## src/hdl/qcr_pkg.sv

```systemverilog
// package for the quadrature correction register group
// assumes an 8-bit register port and one converter clock
`default_nettype none

package qcr_pkg;

  // ----------------------------------------------------------------
  // register offsets
  // ----------------------------------------------------------------
  localparam logic [7:0] QCR_ADDR_GAIN_A_LOW   = 8'h1b;
  localparam logic [7:0] QCR_ADDR_GAIN_B_LOW   = 8'h1c;
  localparam logic [7:0] QCR_ADDR_PHASE_LOW    = 8'h1d;
  localparam logic [7:0] QCR_ADDR_UPPER_BITS   = 8'h1e;
  localparam logic [7:0] QCR_ADDR_STATUS       = 8'h1f;

  // ----------------------------------------------------------------
  // reset values and field positions
  // ----------------------------------------------------------------
  localparam logic [7:0] QCR_RST_GAIN_A_LOW    = 8'h00;
  localparam logic [7:0] QCR_RST_GAIN_B_LOW    = 8'h00;
  localparam logic [7:0] QCR_RST_PHASE_LOW     = 8'h00;
  localparam logic [7:0] QCR_RST_UPPER_BITS    = 8'h24;
  localparam int         QCR_UP_PHASE_MSB      = 7;
  localparam int         QCR_UP_PHASE_LSB      = 6;
  localparam int         QCR_UP_GAIN_A_MSB     = 5;
  localparam int         QCR_UP_GAIN_A_LSB     = 3;
  localparam int         QCR_UP_GAIN_B_MSB     = 2;
  localparam int         QCR_UP_GAIN_B_LSB     = 0;
  localparam int         QCR_ST_CLK_ALARM      = 7;
  localparam int         QCR_ST_TX_OFF         = 6;
  localparam int         QCR_GAIN_FRAC         = 10;
  localparam int         QCR_PHASE_FRAC        = 12;
  // version value is arbitrary
  localparam logic [5:0] QCR_VERSION           = 6'h2a;
  localparam logic [10:0] QCR_RST_GAIN_ACTIVE  = 11'h400;
  localparam logic [9:0]  QCR_RST_PHASE_ACTIVE = 10'h000;

  // ----------------------------------------------------------------
  // timing
  // ----------------------------------------------------------------
  localparam logic [2:0] QCR_CLK_LOSS_CYCLES   = 3'h4;

  // ----------------------------------------------------------------
  // carriers
  // ----------------------------------------------------------------
  typedef struct packed {
    logic       wr_en;
    logic       rd_en;
    logic [7:0] addr;
    logic [7:0] wdata;
  } qcr_reg_req_s;

  typedef struct packed {
    logic [10:0] gain_a;
    logic [10:0] gain_b;
    logic [9:0]  phase;
  } qcr_corr_s;

endpackage

`default_nettype wire

```

## src/hdl/qcr_regs.sv

```systemverilog
// quadrature correction registers, shadow load and gain/phase datapath
// assumes register port and input_data_clock level come from the serial
// interface logic and the pin; samples are on sys_clk
`timescale 1ns/100ps
`default_nettype none

module qcr_regs #(
  parameter int SAMPLE_W = 16
) (
  input  wire logic                  sys_clk,
  input  wire logic                  reset_n,
  input  wire qcr_pkg::qcr_reg_req_s reg_req,
  output var  logic [7:0]            reg_rdata,
  output var  logic                  reg_rvalid,
  input  wire logic                  input_data_clock,
  input  wire logic                  sample_valid,
  input  wire logic [SAMPLE_W-1:0]   sample_i,
  input  wire logic [SAMPLE_W-1:0]   sample_q,
  output var  logic [SAMPLE_W-1:0]   dac_a_out,
  output var  logic [SAMPLE_W-1:0]   dac_b_out,
  output var  logic                  dac_out_valid,
  output var  logic                  clk_alarm,
  output var  logic                  tx_off
);
  import qcr_pkg::*;

  localparam int PROD_W = SAMPLE_W + 12;

  // ----------------------------------------------------------------
  // staged registers
  // ----------------------------------------------------------------
  logic [7:0]  gain_a_low_q;
  logic [7:0]  gain_b_low_q;
  logic [7:0]  phase_low_q;
  logic [7:0]  upper_bits_q;
  logic        autosync_q;
  logic        wr_gain_a;

  assign wr_gain_a = reg_req.wr_en && (reg_req.addr == QCR_ADDR_GAIN_A_LOW);

  always_ff @(posedge sys_clk or negedge reset_n) begin
    if (!reset_n) begin
      gain_a_low_q <= QCR_RST_GAIN_A_LOW;
    end else if (wr_gain_a) begin
      gain_a_low_q <= reg_req.wdata;
    end
  end

  always_ff @(posedge sys_clk or negedge reset_n) begin
    if (!reset_n) begin
      gain_b_low_q <= QCR_RST_GAIN_B_LOW;
      phase_low_q  <= QCR_RST_PHASE_LOW;
      upper_bits_q <= QCR_RST_UPPER_BITS;
    end else if (reg_req.wr_en) begin
      if (reg_req.addr == QCR_ADDR_GAIN_B_LOW) begin
        gain_b_low_q <= reg_req.wdata;
      end
      if (reg_req.addr == QCR_ADDR_PHASE_LOW) begin
        phase_low_q <= reg_req.wdata;
      end
      if (reg_req.addr == QCR_ADDR_UPPER_BITS) begin
        upper_bits_q <= reg_req.wdata;
      end
    end
  end

  // ----------------------------------------------------------------
  // autosync into active settings
  // ----------------------------------------------------------------
  // one cycle late so the new low byte is already staged
  always_ff @(posedge sys_clk or negedge reset_n) begin
    if (!reset_n) begin
      autosync_q <= 1'b0;
    end else begin
      autosync_q <= wr_gain_a;
    end
  end

  qcr_corr_s active_q;

  always_ff @(posedge sys_clk or negedge reset_n) begin
    if (!reset_n) begin
      active_q.gain_a <= QCR_RST_GAIN_ACTIVE;
      active_q.gain_b <= QCR_RST_GAIN_ACTIVE;
      active_q.phase  <= QCR_RST_PHASE_ACTIVE;
    end else if (autosync_q) begin
      active_q.gain_a <= {upper_bits_q[QCR_UP_GAIN_A_MSB:QCR_UP_GAIN_A_LSB], gain_a_low_q};
      active_q.gain_b <= {upper_bits_q[QCR_UP_GAIN_B_MSB:QCR_UP_GAIN_B_LSB], gain_b_low_q};
      active_q.phase  <= {upper_bits_q[QCR_UP_PHASE_MSB:QCR_UP_PHASE_LSB], phase_low_q};
    end
  end

  // ----------------------------------------------------------------
  // data clock loss detection
  // ----------------------------------------------------------------
  logic       dclk_meta_q;
  logic       dclk_sync_q;
  logic       dclk_prev_q;
  logic [2:0] loss_cnt_q;
  logic       loss_hit;

  always_ff @(posedge sys_clk or negedge reset_n) begin
    if (!reset_n) begin
      dclk_meta_q <= 1'b0;
      dclk_sync_q <= 1'b0;
      dclk_prev_q <= 1'b0;
    end else begin
      dclk_meta_q <= input_data_clock;
      dclk_sync_q <= dclk_meta_q;
      dclk_prev_q <= dclk_sync_q;
    end
  end

  always_ff @(posedge sys_clk or negedge reset_n) begin
    if (!reset_n) begin
      loss_cnt_q <= 3'h0;
    end else if (dclk_sync_q != dclk_prev_q) begin
      loss_cnt_q <= 3'h0;
    end else if (loss_cnt_q != QCR_CLK_LOSS_CYCLES) begin
      loss_cnt_q <= loss_cnt_q + 3'h1;
    end
  end

  assign loss_hit = (loss_cnt_q == QCR_CLK_LOSS_CYCLES);

  // ----------------------------------------------------------------
  // sticky status flags
  // ----------------------------------------------------------------
  logic wr_status;

  assign wr_status = reg_req.wr_en && (reg_req.addr == QCR_ADDR_STATUS);

  always_ff @(posedge sys_clk or negedge reset_n) begin
    if (!reset_n) begin
      clk_alarm <= 1'b0;
    end else if (loss_hit) begin
      clk_alarm <= 1'b1;
    end else if (wr_status && !reg_req.wdata[QCR_ST_CLK_ALARM]) begin
      clk_alarm <= 1'b0;
    end
  end

  always_ff @(posedge sys_clk or negedge reset_n) begin
    if (!reset_n) begin
      tx_off <= 1'b0;
    end else if (loss_hit) begin
      tx_off <= 1'b1;
    end else if (wr_status && !reg_req.wdata[QCR_ST_TX_OFF]) begin
      tx_off <= 1'b0;
    end
  end

  // ----------------------------------------------------------------
  // register read
  // ----------------------------------------------------------------
  logic [7:0] rdata_d;

  always_comb begin
    case (reg_req.addr)
      QCR_ADDR_GAIN_A_LOW: rdata_d = gain_a_low_q;
      QCR_ADDR_GAIN_B_LOW: rdata_d = gain_b_low_q;
      QCR_ADDR_PHASE_LOW:  rdata_d = phase_low_q;
      QCR_ADDR_UPPER_BITS: rdata_d = upper_bits_q;
      QCR_ADDR_STATUS:     rdata_d = {clk_alarm, tx_off, QCR_VERSION};
      default:             rdata_d = 8'h00;
    endcase
  end

  always_ff @(posedge sys_clk or negedge reset_n) begin
    if (!reset_n) begin
      reg_rdata  <= 8'h00;
      reg_rvalid <= 1'b0;
    end else begin
      reg_rvalid <= reg_req.rd_en;
      if (reg_req.rd_en) begin
        reg_rdata <= rdata_d;
      end
    end
  end

  // ----------------------------------------------------------------
  // correction datapath
  // ----------------------------------------------------------------
  logic signed [PROD_W-1:0]   phase_prod;
  logic signed [PROD_W-1:0]   i_sum;
  logic signed [SAMPLE_W-1:0] i_corr;
  logic signed [SAMPLE_W+12:0] a_prod;
  logic signed [SAMPLE_W+12:0] b_prod;
  logic [SAMPLE_W-1:0]        a_sat;
  logic [SAMPLE_W-1:0]        b_sat;

  // saturate signed value to SAMPLE_W bits
  function automatic logic [SAMPLE_W-1:0] sat(input logic signed [SAMPLE_W+12:0] v);
    logic signed [SAMPLE_W+12:0] hi;
    logic signed [SAMPLE_W+12:0] lo;
    hi = (SAMPLE_W+13)'(2 ** (SAMPLE_W - 1) - 1);
    lo = -hi - (SAMPLE_W+13)'(1);
    if (v > hi) begin
      sat = {1'b0, {(SAMPLE_W-1){1'b1}}};
    end else if (v < lo) begin
      sat = {1'b1, {(SAMPLE_W-1){1'b0}}};
    end else begin
      sat = v[SAMPLE_W-1:0];
    end
  endfunction

  always_comb begin
    phase_prod = PROD_W'($signed(sample_q) * $signed(active_q.phase));
    i_sum      = PROD_W'($signed(sample_i)) + (phase_prod >>> QCR_PHASE_FRAC);
    i_corr     = sat((SAMPLE_W+13)'(i_sum));
  end

  always_comb begin
    a_prod = (SAMPLE_W+13)'(($signed(i_corr) * $signed({1'b0, active_q.gain_a}))
             >>> QCR_GAIN_FRAC);
    b_prod = (SAMPLE_W+13)'(($signed(sample_q) * $signed({1'b0, active_q.gain_b}))
             >>> QCR_GAIN_FRAC);
    a_sat  = sat(a_prod);
    b_sat  = sat(b_prod);
  end

  always_ff @(posedge sys_clk or negedge reset_n) begin
    if (!reset_n) begin
      dac_a_out     <= '0;
      dac_b_out     <= '0;
      dac_out_valid <= 1'b0;
    end else begin
      dac_out_valid <= sample_valid;
      if (tx_off) begin
        dac_a_out <= '0;
        dac_b_out <= '0;
      end else if (sample_valid) begin
        dac_a_out <= a_sat;
        dac_b_out <= b_sat;
      end
    end
  end

endmodule

`default_nettype wire

```

## config.mk

```make
export PLATFORM = sky130hd
export DESIGN_NAME = qcr_regs
export DESIGN_NICKNAME = d
export VERILOG_FILES = /design/src/hdl/qcr_pkg.sv /design/src/hdl/qcr_regs.sv
export SDC_FILE = /design/constraint.sdc
export NUM_CORES = 1
export LEC_CHECK = 0
export BUFFER_PORTS_ARGS = -buffer_cell sky130_fd_sc_hd__buf_2
export CORE_UTILIZATION = 55
export DETAILED_ROUTE_END_ITERATION = 8
export HOLD_SLACK_MARGIN = 0.12
export MAX_ROUTING_LAYER = met4
export PLACE_DENSITY = 0.73
export SLEW_MARGIN = 20
export SYNTH_ARGS = -nofsm -noshare
export SYNTH_HDL_FRONTEND = slang
export SYNTH_SLANG_ARGS = --single-unit
```

## constraint.sdc

```tcl
create_clock -name sys_clk -period 41.4 [get_ports sys_clk]
set_input_delay 4.14 -clock sys_clk [delete_from_list [all_inputs] [get_ports sys_clk]]
set_output_delay 4.14 -clock sys_clk [all_outputs]
set_load 0.01 [all_outputs]
```

### Yosys cells after proc, flatten, opt, wreduce, memory -nomap -nowiden

Cells that the tools add are included.

* flip-flop bits (word level): 115
* input bits: 54
* output and inout port bits: 44
* word-level logic and storage cells: 68

* add/subtract/negate cells: 2
* multiply operators: 3
* $lt $le $gt $ge: 6
* eq/ne operators: 8
* multiplexer cells: 17
* reductions and logical operators: 13

Operators by type and width (count)
* 2-to-1 mux 16 bit: 10
* multiplier 16 x 12 -> 28 bit: 2
* equality test 8 x 5 -> 1 bit (second input constant): 5
* one-hot mux 8 bit (5 select lines): 1
* greater-than comparator 18 x 16 -> 1 bit (second input constant): 2
* less-than comparator 18 x 16 -> 1 bit (second input constant): 2
* multiplier 16 x 10 -> 26 bit: 1
* adder 16 x 14 -> 17 bit: 1
* greater-than comparator 17 x 16 -> 1 bit (second input constant): 1
* less-than comparator 17 x 16 -> 1 bit (second input constant): 1
* nonzero test 2 bit: 4
* 2-to-1 mux 3 bit: 2
* AND reduction 2 bit: 3
* logical AND 1 bit: 4
* 2-to-1 mux 1 bit: 4
* adder 3 x 1 -> 3 bit (second input constant): 1
* equality test 3 bit (second input constant): 1
* != test 3 bit (second input constant): 1
* logical NOT 1 bit: 2
* != test 1 bit: 1

### Depth between registers and ports, before layout

Gate-level depths: netlist of run 1.

* depth after elaboration: 11
* depth in mapped cells: 59
* gate-level depth less buffers: 54

### Least setup slack after synthesis of run 1

Ideal clock, no wire load.

* kind: input port to flip-flop
* start point: in sample_q[1]
* end point: reg dac_a_out[11]
* library setup time: 0.128 ns
* arrival time: 17.095 ns
* data required time: 41.272 ns
* slack: 24.177 ns
* cell stages on the path: 55
* path buffers: 6
* path through: clkbuf_1 -> clkbuf_1 -> nand2_1 -> fa_1 -> fa_1 -> inv_1 -> fa_1 -> fa_1 -> inv_1 -> fa_1 -> inv_1 -> ha_1 -> a21oi_1 -> nor2b_1 -> o21ai_0 -> a21oi_1 -> o41a_1 -> o41a_1 -> [19 not listed] -> inv_1 -> fa_1 -> fa_1 -> inv_1 -> fa_1 -> inv_1 -> ha_1 -> a21o_1 -> a31oi_1 -> o21ai_1 -> a221o_1 -> a221o_1 -> or3_1 -> or3_1 -> o211a_1 -> nand3_2 -> buf_8 -> o211ai_2

* longest elaborated chain between the ends: 11
* elaborated cells on any way between the ends: 13
* classes of those cells: add/sub (1); mul (2); order compare (4); mux (6)

Ends and longest elaborated chain
* start, declared: line qcr_regs.sv:18 `input wire logic [SAMPLE_W-1:0] sample_q,`
* multiplier 16 x 10 -> 26 bit (*): line qcr_regs.sv:208 `phase_prod = PROD_W'($signed(sample_q) * $signed(active_q.phase));`
* adder 16 x 14 -> 17 bit (*): line qcr_regs.sv:209 `i_sum = PROD_W'($signed(sample_i)) + (phase_prod >>> QCR_PHASE_FRAC);`
* less-than comparator 17 x 16 -> 1 bit: line qcr_regs.sv:200 `end else if (v < lo) begin`
* 2-to-1 mux 16 bit: line qcr_regs.sv:200
* 2-to-1 mux 16 bit (*): line qcr_regs.sv:198 `if (v > hi) begin`
* multiplier 16 x 12 -> 28 bit (*): line qcr_regs.sv:214 `a_prod = (SAMPLE_W+13)'(($signed(i_corr) * $signed({1'b0, active_q.gain_a}))`
* less-than comparator 18 x 16 -> 1 bit: line qcr_regs.sv:200
* 2-to-1 mux 16 bit: line qcr_regs.sv:200
* 2-to-1 mux 16 bit (*): line qcr_regs.sv:198
* 2-to-1 mux 16 bit (*): line qcr_regs.sv:232 `end else if (sample_valid) begin`
* 2-to-1 mux 16 bit (*): line qcr_regs.sv:229 `if (tx_off) begin`
* end signal, assigned: line qcr_regs.sv:233 `dac_a_out <= a_sat;`
* end, declared: line qcr_regs.sv:19 `output var logic [SAMPLE_W-1:0] dac_a_out,`

Every way passes the cells marked *; elsewhere a longest branch is shown, timed or not. The select of a mux whose other input is x is not followed.
A chain may end at the register's enable or synchronous reset.

### Worst setup path after layout of run 1

* start point: in sample_q[8]
* end point: reg dac_a_out[1]

The elaborated chain is that of the path after synthesis.

==> results of run 1 <==
cells in the mapped netlist (7+ instances only):
cell type / n / area [µm²]
inv_1: 594 / 2230
fa_1: 459 / 9190
nand2_1: 370 / 1390
and2_1: 193 / 1210
ha_1: 192 / 2400
dfrtp_1: 111 / 2780
clkbuf_1: 100 / 375
a21oi_1: 78 / 390
nor2_1: 69 / 259
mux2_2: 65 / 732
xnor2_1: 50 / 438
o21ai_0: 40 / 200
a21o_1: 35 / 263
xor2_1: 30 / 263
nor3_1: 28 / 140
nand3_1: 14 / 70.1
o211ai_1: 11 / 82.6
o211ai_2: 11 / 138
a211oi_1: 10 / 75.1
and3_1: 10 / 62.6
nand2b_1: 10 / 62.6
nand4_1: 10 / 62.6
nor2b_1: 10 / 62.6
buf_1: 9 / 33.8
o21a_1: 9 / 67.6
o21ai_1: 8 / 40.0
o22ai_1: 8 / 50.1
or3_1: 7 / 43.8
sequential cells by signal, summed over array words and instances (netlist names), 8 cells and up:
| name | cells |
|---|---|
| active_q | 32 |
| dac_a_out | 16 |
| dac_b_out | 16 |
| gain_a_low_q | 8 |
| gain_b_low_q | 8 |
| phase_low_q | 8 |
| reg_rdata | 8 |
| upper_bits_q | 8 |
logic make-up after synthesis:
logic type               after synthesis  share of synthesized area (%)
XOR/XNOR                              80                           2.93
buffers and inverters                707                           11.2
adder cells (fa/ha/maj)              654                           48.6
AO/OA/AOI/OAI                        263                           7.41
multiplexers                          68                           3.19
AND/OR/NAND/NOR                      737                           14.6
flip-flops                           115                           12.1
layout make-up:
class                   instances  area (µm²)
repair buffers                105         548
clock inverters                 5         125
fillers                      3656       17100
flip-flops and latches        115        2880
well taps                     577         722
multi-input cells            1802       18300
diodes                          3        7.51
inverters                     594        2230
clock buffers                  26         499
worst max path at each step:
| stage | start | end | slack, ns | cells after the start |
|---|---|---|---|---|
| global placement | sample_q[7] | dac_a_out[0]$_DFFE_PN0P_ | 23.16 | 52 |
| global route | sample_q[8] | dac_a_out[1]$_DFFE_PN0P_ | 22.33 | 50 |
| CTS | sample_q[8] | dac_a_out[1]$_DFFE_PN0P_ | 23.23 | 50 |
| detailed placement | sample_q[8] | dac_a_out[1]$_DFFE_PN0P_ | 22.83 | 50 |
| finish | sample_q[8] | dac_a_out[1]$_DFFE_PN0P_ | 23.20 | 50 |
| floorplan | sample_q[1] | dac_a_out[11]$_DFFE_PN0P_ | 24.18 | 55 |
report_power, final:
part           total, µW  switching, µW  internal, µW  leakage [µW]
Combinational       53.1           36.5          16.5        0.0116
Clock                155           48.7           107      0.000305
Sequential           120           4.08           116       0.00156
Total                328           89.3           239        0.0135
worst max-delay path: cells and delay by family:
family | cells | cell delay [ns]
AOI/OAI and AO/OA | 18 | 4.62
adders and majority gates | 13 | 6.29
and+or+nand+nor | 10 | 2.29
buffers and inverters | 7 | 0.65
xor gates and xnor gates | 2 | 0.44
through the flow:
stage	instance area, µm²	setup WS, ns	total power (µW)	hold WS, ns
3_5_place_dp	24700	22.83	174	0.340
5_1_grt	25400	22.33	341	0.374
4_1_cts	25300	23.23	330	0.361
6_report	25400	23.20	328	0.359
3_3_place_gp	24700	23.16	172	0.348
2_1_floorplan	23900	24.18	154	0.331
per-layer routing:
metal	vias up	GRT usage, %	wire length, µm	part of all wire (%)
met3	67	4.02	3420	6.3
met1	8934	36.5	23400	43
met5	-	-	0	0
met4	0	5.90	901	1.7
met2	569	44.6	26800	49
li1	8006	-	-	-
==> flow_summary.toml, run 1 <==
[routing]
firstDrtPassIters = 5
vias = 17576
viasPerCell = 5.45
antenna_left = 0
first_iter_violations = 1324
wl_per_cell_um = 16.9
wl_mm = 54.5
drc = 0

[yosys]
synthesis.instances = 2624
async_flop_share_pct = 100
netlist_area_um2 = 23900
synth.ff_latch_count = 115
synth_ff_type = "dfrtp_1"
syn-num-nets = 3329
yosysSeqAreaShare_pct = 12.1
synth-edff-count = 0
synth.distinct_cells = 67
yosysWarnings = 0
syn_avg_cell_area_um2 = 9.11

[floorplan]
fp.dieW_um = 210
initial_utilization_pct = 56.3
core_um2 = 42400
die_area_um2 = 44300
fp.dieH_um = 210
ioPinCount = 98
std_cell_rows = 75

[pwr]
leakage_uw = 0.0135
power.density_cell_area_nw_per_um2 = 13.0
peakVddDrop_mv = 0.0297

[setup_path]
cpMostUsedCell = "fa_1"
r2r-end = "dac_a_out[1]$_DFFE_PN0P_"
r2r_slack_ns = 26.43
endpoint_kind = "flop"
reg2reg_from = "active_q[1]$_DFFE_PN0P_"
critPathMaxFanout = 21
arrival_ns = 18.47
cp_slowest_cell = "a21oi_1"
critPathLaunchType = "input port"
cp.required_ns = 41.67
path_class = "in2reg"
reg2regPathDepth = 49
slowest_delay_ns = 0.79

[global_route]
antenna_found_initial = 2
grt.total_usage_pct = 27.3
grt_overflow_total = 0
grt_first_pass_wirelength_mm = 93.7
grt_max_degree = 77
grt_pass1_vias = 18818

[clock_tree]
ctsResizeCount = 0
cts_tree = "yes"
clk_latency_ns = 0.41
cts_root_buf = "clkbuf_16"
post_cts_buffers = 0
cts_max_level = 4
postCtsHoldBufs = 0
cts.sinks = 115
clockBufferDepth = 2
numCtsBuffers = 17
clkTransAtPathRegs_ns = 0.05

[layout]
nNetsFinal = 3340
areaGrowthSynthToFinish_pct = 6.11
mostFrequentLayoutCells = "inv_1, fa_1, nand2_1"
final_common_cell = "inv_1"
final_cells = 3227
fin_util_pct = 59.8
layout-drive-gt1-share_pct = 8.31

[place]
portBuffers = 97
place_inst = 3193
gp_congestion = 0.902
post-dp-hpwl_mm = 44.9

[timing]
slew_violations = 0
worst_pin_slew_ns = 1.12
finClkSkew_ns = 0.0105
slew_headroom_pct = 25.0
tns_ns = 0
finalSetupViolCount = 0
hold_violations = 0
finalCritPeriodShare_pct = 44.0
grt_setup_unrepaired = "false"
fmax_mhz = 54.9
finalWorstPathRequiredPeriod_ns = 18.20

[min_path]
worstHoldStart = "dclk_meta_q$_DFF_PN0_"
hold_path_class = "reg2reg"
hold_path_end = "dclk_sync_q$_DFF_PN0_"
min_path_cells = 0

[flow_run]
cap_violations = 0

[outcome]
status = "complete, no violations"
Power figures use the tool's default switching activity.
==> run 2: changes to the inputs <==
ABC_AREA = 1   (was default)
clock period = 16.8 ns   (was 41.4 ns; I/O delays follow)
==> run 2 against run 1 <==
- clock power increased by 120%
- first-iteration DRC count decreased by 14%
- synthesized cell count increased by 19%
- core utilization decreased by 0.82 points
- routed wire length increased by 7.9%
- clock skew decreased by 0.00079 ns
==> flow_summary.toml, run 2 <==
[floorplan]
core_um2 = 44100
fp.dieH_um = 213
die_area_um2 = 45500
initial_utilization_pct = 55.7
ioPinCount = 98
fp.dieW_um = 213
std_cell_rows = 77

[clock_tree]
post_cts_buffers = 0
clkTransAtPathRegs_ns = 0.06
clk_latency_ns = 0.42
cts_root_buf = "clkbuf_16"
numCtsBuffers = 17
cts_max_level = 4
ctsResizeCount = 0
cts_tree = "yes"
clockBufferDepth = 2
postCtsHoldBufs = 0
cts.sinks = 115

[yosys]
async_flop_share_pct = 100
synth_ff_type = "dfrtp_1"
synthAdderAreaFrac_pct = 47.2
synth_xor_area_share_pct = 2.92
synth.ff_latch_count = 115
yosysMostFrequentCell = "nand2_1"
synth_compound_gate_area_share_pct = 5.21
synthesis.instances = 3122
synth_area_leaders = "fa_1, nand2_1, inv_1, dfrtp_1, ha_1"
ys_top_cells_by_count = "nand2_1, inv_1, fa_1, ha_1, nor2_1"
synth.area.mux_share_pct = 0.733
yosys.area_share.simple_pct = 17.4
yosysSeqAreaShare_pct = 11.7
netlist_area_um2 = 24600
synth-edff-count = 0
syn-num-nets = 3827
synth.distinct_cells = 51
syn_avg_cell_area_um2 = 7.87
synth_top_area_cell = "fa_1"
synth_top_family_by_area = "adder cells"
synth_top_cell_area_share_pct = 37.4
yosysWarnings = 0

[setup_path]
cpMostUsedCell = "nand2_1"
critPathMaxFanout = 21
r2r_slack_ns = 4.13
crit_start = "sample_q[10]"
reg2reg_from = "active_q[1]$_DFFE_PN0P_"
slowest_delay_ns = 0.56
arrival_ns = 13.66
endpoint_kind = "flop"
path_class = "in2reg"
cp_slowest_cell = "fa_1"
critPathLaunchType = "input port"
cp.required_ns = 17.11

[routing]
wl_per_cell_um = 15.7
wl_mm = 58.8
firstDrtPassIters = 5
antenna_left = 0
viasPerCell = 5.18
first_iter_violations = 1142
vias = 19424
drc = 0

[layout]
largest_register_ff_count = 32
regArea_um2 = 2880
stdcell_area_um2 = 26000
top_register = "active_q"
layout-drive-gt1-share_pct = 6.34
areaGrowthSynthToFinish_pct = 5.89
final_cells = 3747
mostFrequentLayoutCells = "nand2_1, inv_1, fa_1"
top_regs = "active_q: 32 flops, dac_a_out: 16 flops, dac_b_out: 16 flops"
fill_cells = 4062
nNetsFinal = 3845
multiInputGateArea_um2 = 18100
final_common_cell = "nand2_1"

[global_route]
grt_pass1_vias = 20860
grt.total_usage_pct = 28.8
grt_max_degree = 66
grt_first_pass_wirelength_mm = 100
antenna_found_initial = 1
grt_overflow_total = 0

[outcome]
status = "complete, no violations"

[timing]
slew_violations = 0
slew_headroom_pct = 41.0
finalCritPeriodShare_pct = 79.5
fmax_mhz = 74.9
finalSetupViolCount = 0
worst_pin_slew_ns = 0.879
finalWorstPathRequiredPeriod_ns = 13.35
hold_violations = 0
tns_ns = 0
finClkSkew_ns = 0.00975
grt_setup_unrepaired = "false"

[pwr]
p_sw_share_pct = 39.0
power.density_cell_area_nw_per_um2 = 37.5
pwr-share-comb_pct = 33.7
leakage_uw = 0.0151
power.total_uw = 976
seq_power_share_pct = 30.9
p_sw_uw = 380
peakVddDrop_mv = 0.0714
internal-power_uw = 596
clkPwrFrac_pct = 35.4

[place]
place_inst = 3713
post-dp-hpwl_mm = 48.7
gp_congestion = 0.940
dpl-instance-area_um2 = 25400
portBuffers = 97

[flow_run]
cap_violations = 0

[min_path]
worstHoldStart = "dclk_meta_q$_DFF_PN0_"
hold_path_class = "reg2reg"
[run 2: cell families (layout without fill, tap and decap cells)]
logic type      count (synthesis)  after routing
flops                         115            115
xor+xnor                       82             82
mux                            16             16
compound gates                231            231
buf+inv                       959            990
other cells                     0              2
fa+ha+maj                     651            651
simple gates                 1068           1068
[run 2: metal layers]
metal  share of wire (%)  wire (µm)  vias up  global-route usage [%]
li1                    -          -     9072                       -
met1                  40      23600     9687                    34.7
met2                  51      30000      546                    49.4
met3                 5.6       3290      119                    4.35
met4                 3.4       1970        0                    9.56
met5                   0          0        -                       -
[run 2: power by group through the flow]
stage	logic (µW)	clock network [µW]	registers [µW]
floorplan	235	0	299
global placement	318	0	305
detailed placement	325	0	306
CTS	329	350	301
global route	371	364	303
finish	329	345	302
[run 2: critical path: cells and delay by family]
kind	cells	cell delay [ns]
XOR/XNOR	1	0.31
buffers and inverters	12	1.40
AO/OA/AOI/OAI	8	1.71
AND/OR/NAND/NOR	25	2.39
adder cells (fa/ha/maj)	13	6.13
[run 2: metrics by stage]
step	utilization [%]	hold slack (ns)	setup WS (ns)
2_1_floorplan	-	0.331	4.09
4_1_cts	58.9	0.357	3.47
3_5_place_dp	57.6	0.343	3.06
3_3_place_gp	57.6	0.336	3.26
5_1_grt	58.9	0.359	2.49
6_report	58.9	0.355	3.45
[run 2: final cells by class]
cell class	instances	area share, %
timing repair buffer	107	2.16
sequential	115	11.1
tap	592	2.85
inverter	851	12.3
antenna	2	0.0192
multi-input combinational	2048	69.4
clock buffer	19	1.70
clock inverter	13	0.486
[run 2: worst paths after layout]
kind / cells after the start / end
setup / recovery: 59 / dac_a_out[11]$_DFFE_PN0P_
hold / removal: 0 / dclk_sync_q$_DFF_PN0_
setup reg to reg: 60 / dac_a_out[11]$_DFFE_PN0P_
hold reg to reg: 0 / dclk_sync_q$_DFF_PN0_
max in group asynchronous: 2 / active_q[19]$_DFFE_PN0P_
min in group asynchronous: 1 / dac_b_out[7]$_DFFE_PN0P_
==> run 3: changes to the inputs <==
clock period = 14 ns   (was 16.8 ns; I/O delays follow)
==> run 3 against run 2 <==
- register-to-register slack worse by 2.7 ns
- clock power grew 40%
- final cell count is 0.13% higher
- die area unchanged
- clock skew hardly changed
- core utilization up 0.29 points
- first-iteration DRC count fell by 15%
- largest power group unchanged
- critical path depth up 3
- power rose by 28%
- global-route usage decreased by 0.26 points
- via count up 0.22%
- critical path type unchanged
- clock-buffer cell count rose by 1
==> flow_summary.toml, run 3 (synthesis gave the netlist of run 2 again) <==
[floorplan]
fp.dieH_um = 213
fp.dieW_um = 213
core_um2 = 44100
ioPinCount = 98
std_cell_rows = 77
initial_utilization_pct = 55.7
die_area_um2 = 45500

[clock_tree]
post_cts_buffers = 0
clk_latency_ns = 0.42
cts_tree = "yes"
numCtsBuffers = 17
clockBufferDepth = 2
cts_root_buf = "clkbuf_16"
cts_max_level = 4
cts.sinks = 115
clkTransAtPathRegs_ns = 0.06

[setup_path]
path_class = "in2reg"
arrival_ns = 13.38
reg2reg_from = "active_q[1]$_DFFE_PN0P_"
r2r-end = "dac_a_out[1]$_DFFE_PN0P_"
cpMostUsedCell = "nand2_1"
endpoint_kind = "flop"
critPathTopFamily = "adder cells"
slowest_delay_ns = 0.57
reg2regPathDepth = 61
r2r_slack_ns = 1.40
critPathMaxFanout = 21
cp.buffers_inverters = 13
cp.required_ns = 14.36
critPathLaunchType = "input port"
cp_slowest_cell = "fa_1"

[timing]
slew_headroom_pct = 40.6
finalCritPeriodShare_pct = 93.0
worst_pin_slew_ns = 0.886
slew_violations = 0
finalSetupViolCount = 0
grt_setup_unrepaired = "false"
hold_violations = 0
finClkSkew_ns = 0.0101
tns_ns = 0
fmax_mhz = 76.8
finalWorstPathRequiredPeriod_ns = 13.02

[layout]
nNetsFinal = 3850
areaGrowthSynthToFinish_pct = 6.41
final_common_cell = "nand2_1"
layout-drive-gt1-share_pct = 6.62
top_regs = "active_q: 32 flops, dac_a_out: 16 flops, dac_b_out: 16 flops"
mostFrequentLayoutCells = "nand2_1, inv_1, fa_1"
top_register = "active_q"
stdcell_area_um2 = 26100
largest_register_ff_count = 32
fin_util_pct = 59.2

[routing]
viasPerCell = 5.19
wl_mm = 59.0
antenna_left = 0
first_iter_violations = 968
firstDrtPassIters = 5
vias = 19466
wl_per_cell_um = 15.7
drc = 0

[pwr]
peakVddDrop_mv = 0.0977
internal-power_uw = 795
pwr-share-comb_pct = 32.2
power.density_cell_area_nw_per_um2 = 47.6
p_sw_uw = 450
leakage_uw = 0.0152
clkPwrFrac_pct = 38.8
p_sw_share_pct = 36.1
seq_power_share_pct = 29.1

[place]
dpl-instance-area_um2 = 25500
gp_congestion = 0.934
portBuffers = 97
post-dp-hpwl_mm = 49.1

[global_route]
grt_overflow_total = 0
grt_first_pass_wirelength_mm = 98.9
grt_pass1_vias = 20733
grt_max_degree = 66
grt.total_usage_pct = 28.5
antenna_found_initial = 4

[min_path]
hold_path_end = "dclk_sync_q$_DFF_PN0_"
min_path_cells = 0
hold_path_class = "reg2reg"
worstHoldStart = "dclk_meta_q$_DFF_PN0_"

[outcome]
status = "complete, no violations"

[flow_run]
cap_violations = 0
==> run 3: cell types whose count changed in the layout (fill, tap and decap cells not counted), sizes merged <==
cell / before / now
inv: 844 / 847
clkinv: 15 / 8
buf: 107 / 112
clkinvlp: 4 / 2
diode: 2 / 3
bufinv: 1 / 5
clkbuf: 19 / 20
==> run 3: power by group through the flow <==
stage                     Combinational [µW]  Clock, µW  Sequential, µW
final                                    400        483             362
after global routing                     448        503             363
after CTS                                399        487             362
after detailed placement                 395          0             367
after global placement                   385          0             366
after floorplan                          281          0             359
==> run 3: per-layer routing <==
metal	wire, µm	vias to the layer above	GRT usage [%]
met5	0	-	-
met4	2110	0	9.78
met3	3350	133	3.82
met2	29800	564	49.0
met1	23800	9689	34.5
li1	-	9080	-
==> run 3: cell type report <==
class / instances / area (µm²)
clock inverters: 11 / 200
multi-input cells: 2048 / 18100
well taps: 592 / 741
flip-flops and latches: 115 / 2880
clock buffers: 20 / 457
inverters: 851 / 3200
repair buffers: 112 / 601
diodes: 3 / 7.51
fillers: 4023 / 18000
==> run 3: what timing repair did <==
| item | CTS | global route |
|---|---|---|
| setup endpoints to repair | 0 | 14 |
| hold buffers | 0 | 0 |
| resized for setup | 0 | 5 |
==> run 3: per-stage QoR <==
step	instances	hold WS [ns]	power, µW	setup slack [ns]
6_report	3752	0.352	1250	0.979
5_1_grt	3752	0.370	1310	0.00186
4_1_cts	3749	0.350	1250	0.917
3_5_place_dp	3718	0.337	762	0.510
3_3_place_gp	3718	0.336	751	0.790
2_1_floorplan	3122	0.331	641	1.57
==> run 3: worst reg2reg max path, delay by kind of cell, from the launching register on <==
family,cells,cell delay [ns]
AO/OA/AOI/OAI,8,1.57
XOR/XNOR,1,0.31
buffers and inverters,12,1.03
flip-flops,1,0.88
AND/OR/NAND/NOR,27,2.70
adder cells (fa/ha/maj),13,6.07
==> run 3: worst max-delay path by stage <==
stage | start | to | slack, ns | cells past startpoint
finish | sample_q[7] | dac_a_out[1]$_DFFE_PN0P_ | 0.98 | 62
CTS | sample_q[7] | dac_a_out[11]$_DFFE_PN0P_ | 0.92 | 62
floorplan | sample_q[1] | dac_a_out[10]$_DFFE_PN0P_ | 1.57 | 62
global placement | sample_q[7] | dac_a_out[10]$_DFFE_PN0P_ | 0.79 | 61
global route | sample_q[7] | dac_a_out[1]$_DFFE_PN0P_ | 0.002 | 62
detailed placement | sample_q[7] | dac_a_out[1]$_DFFE_PN0P_ | 0.51 | 62
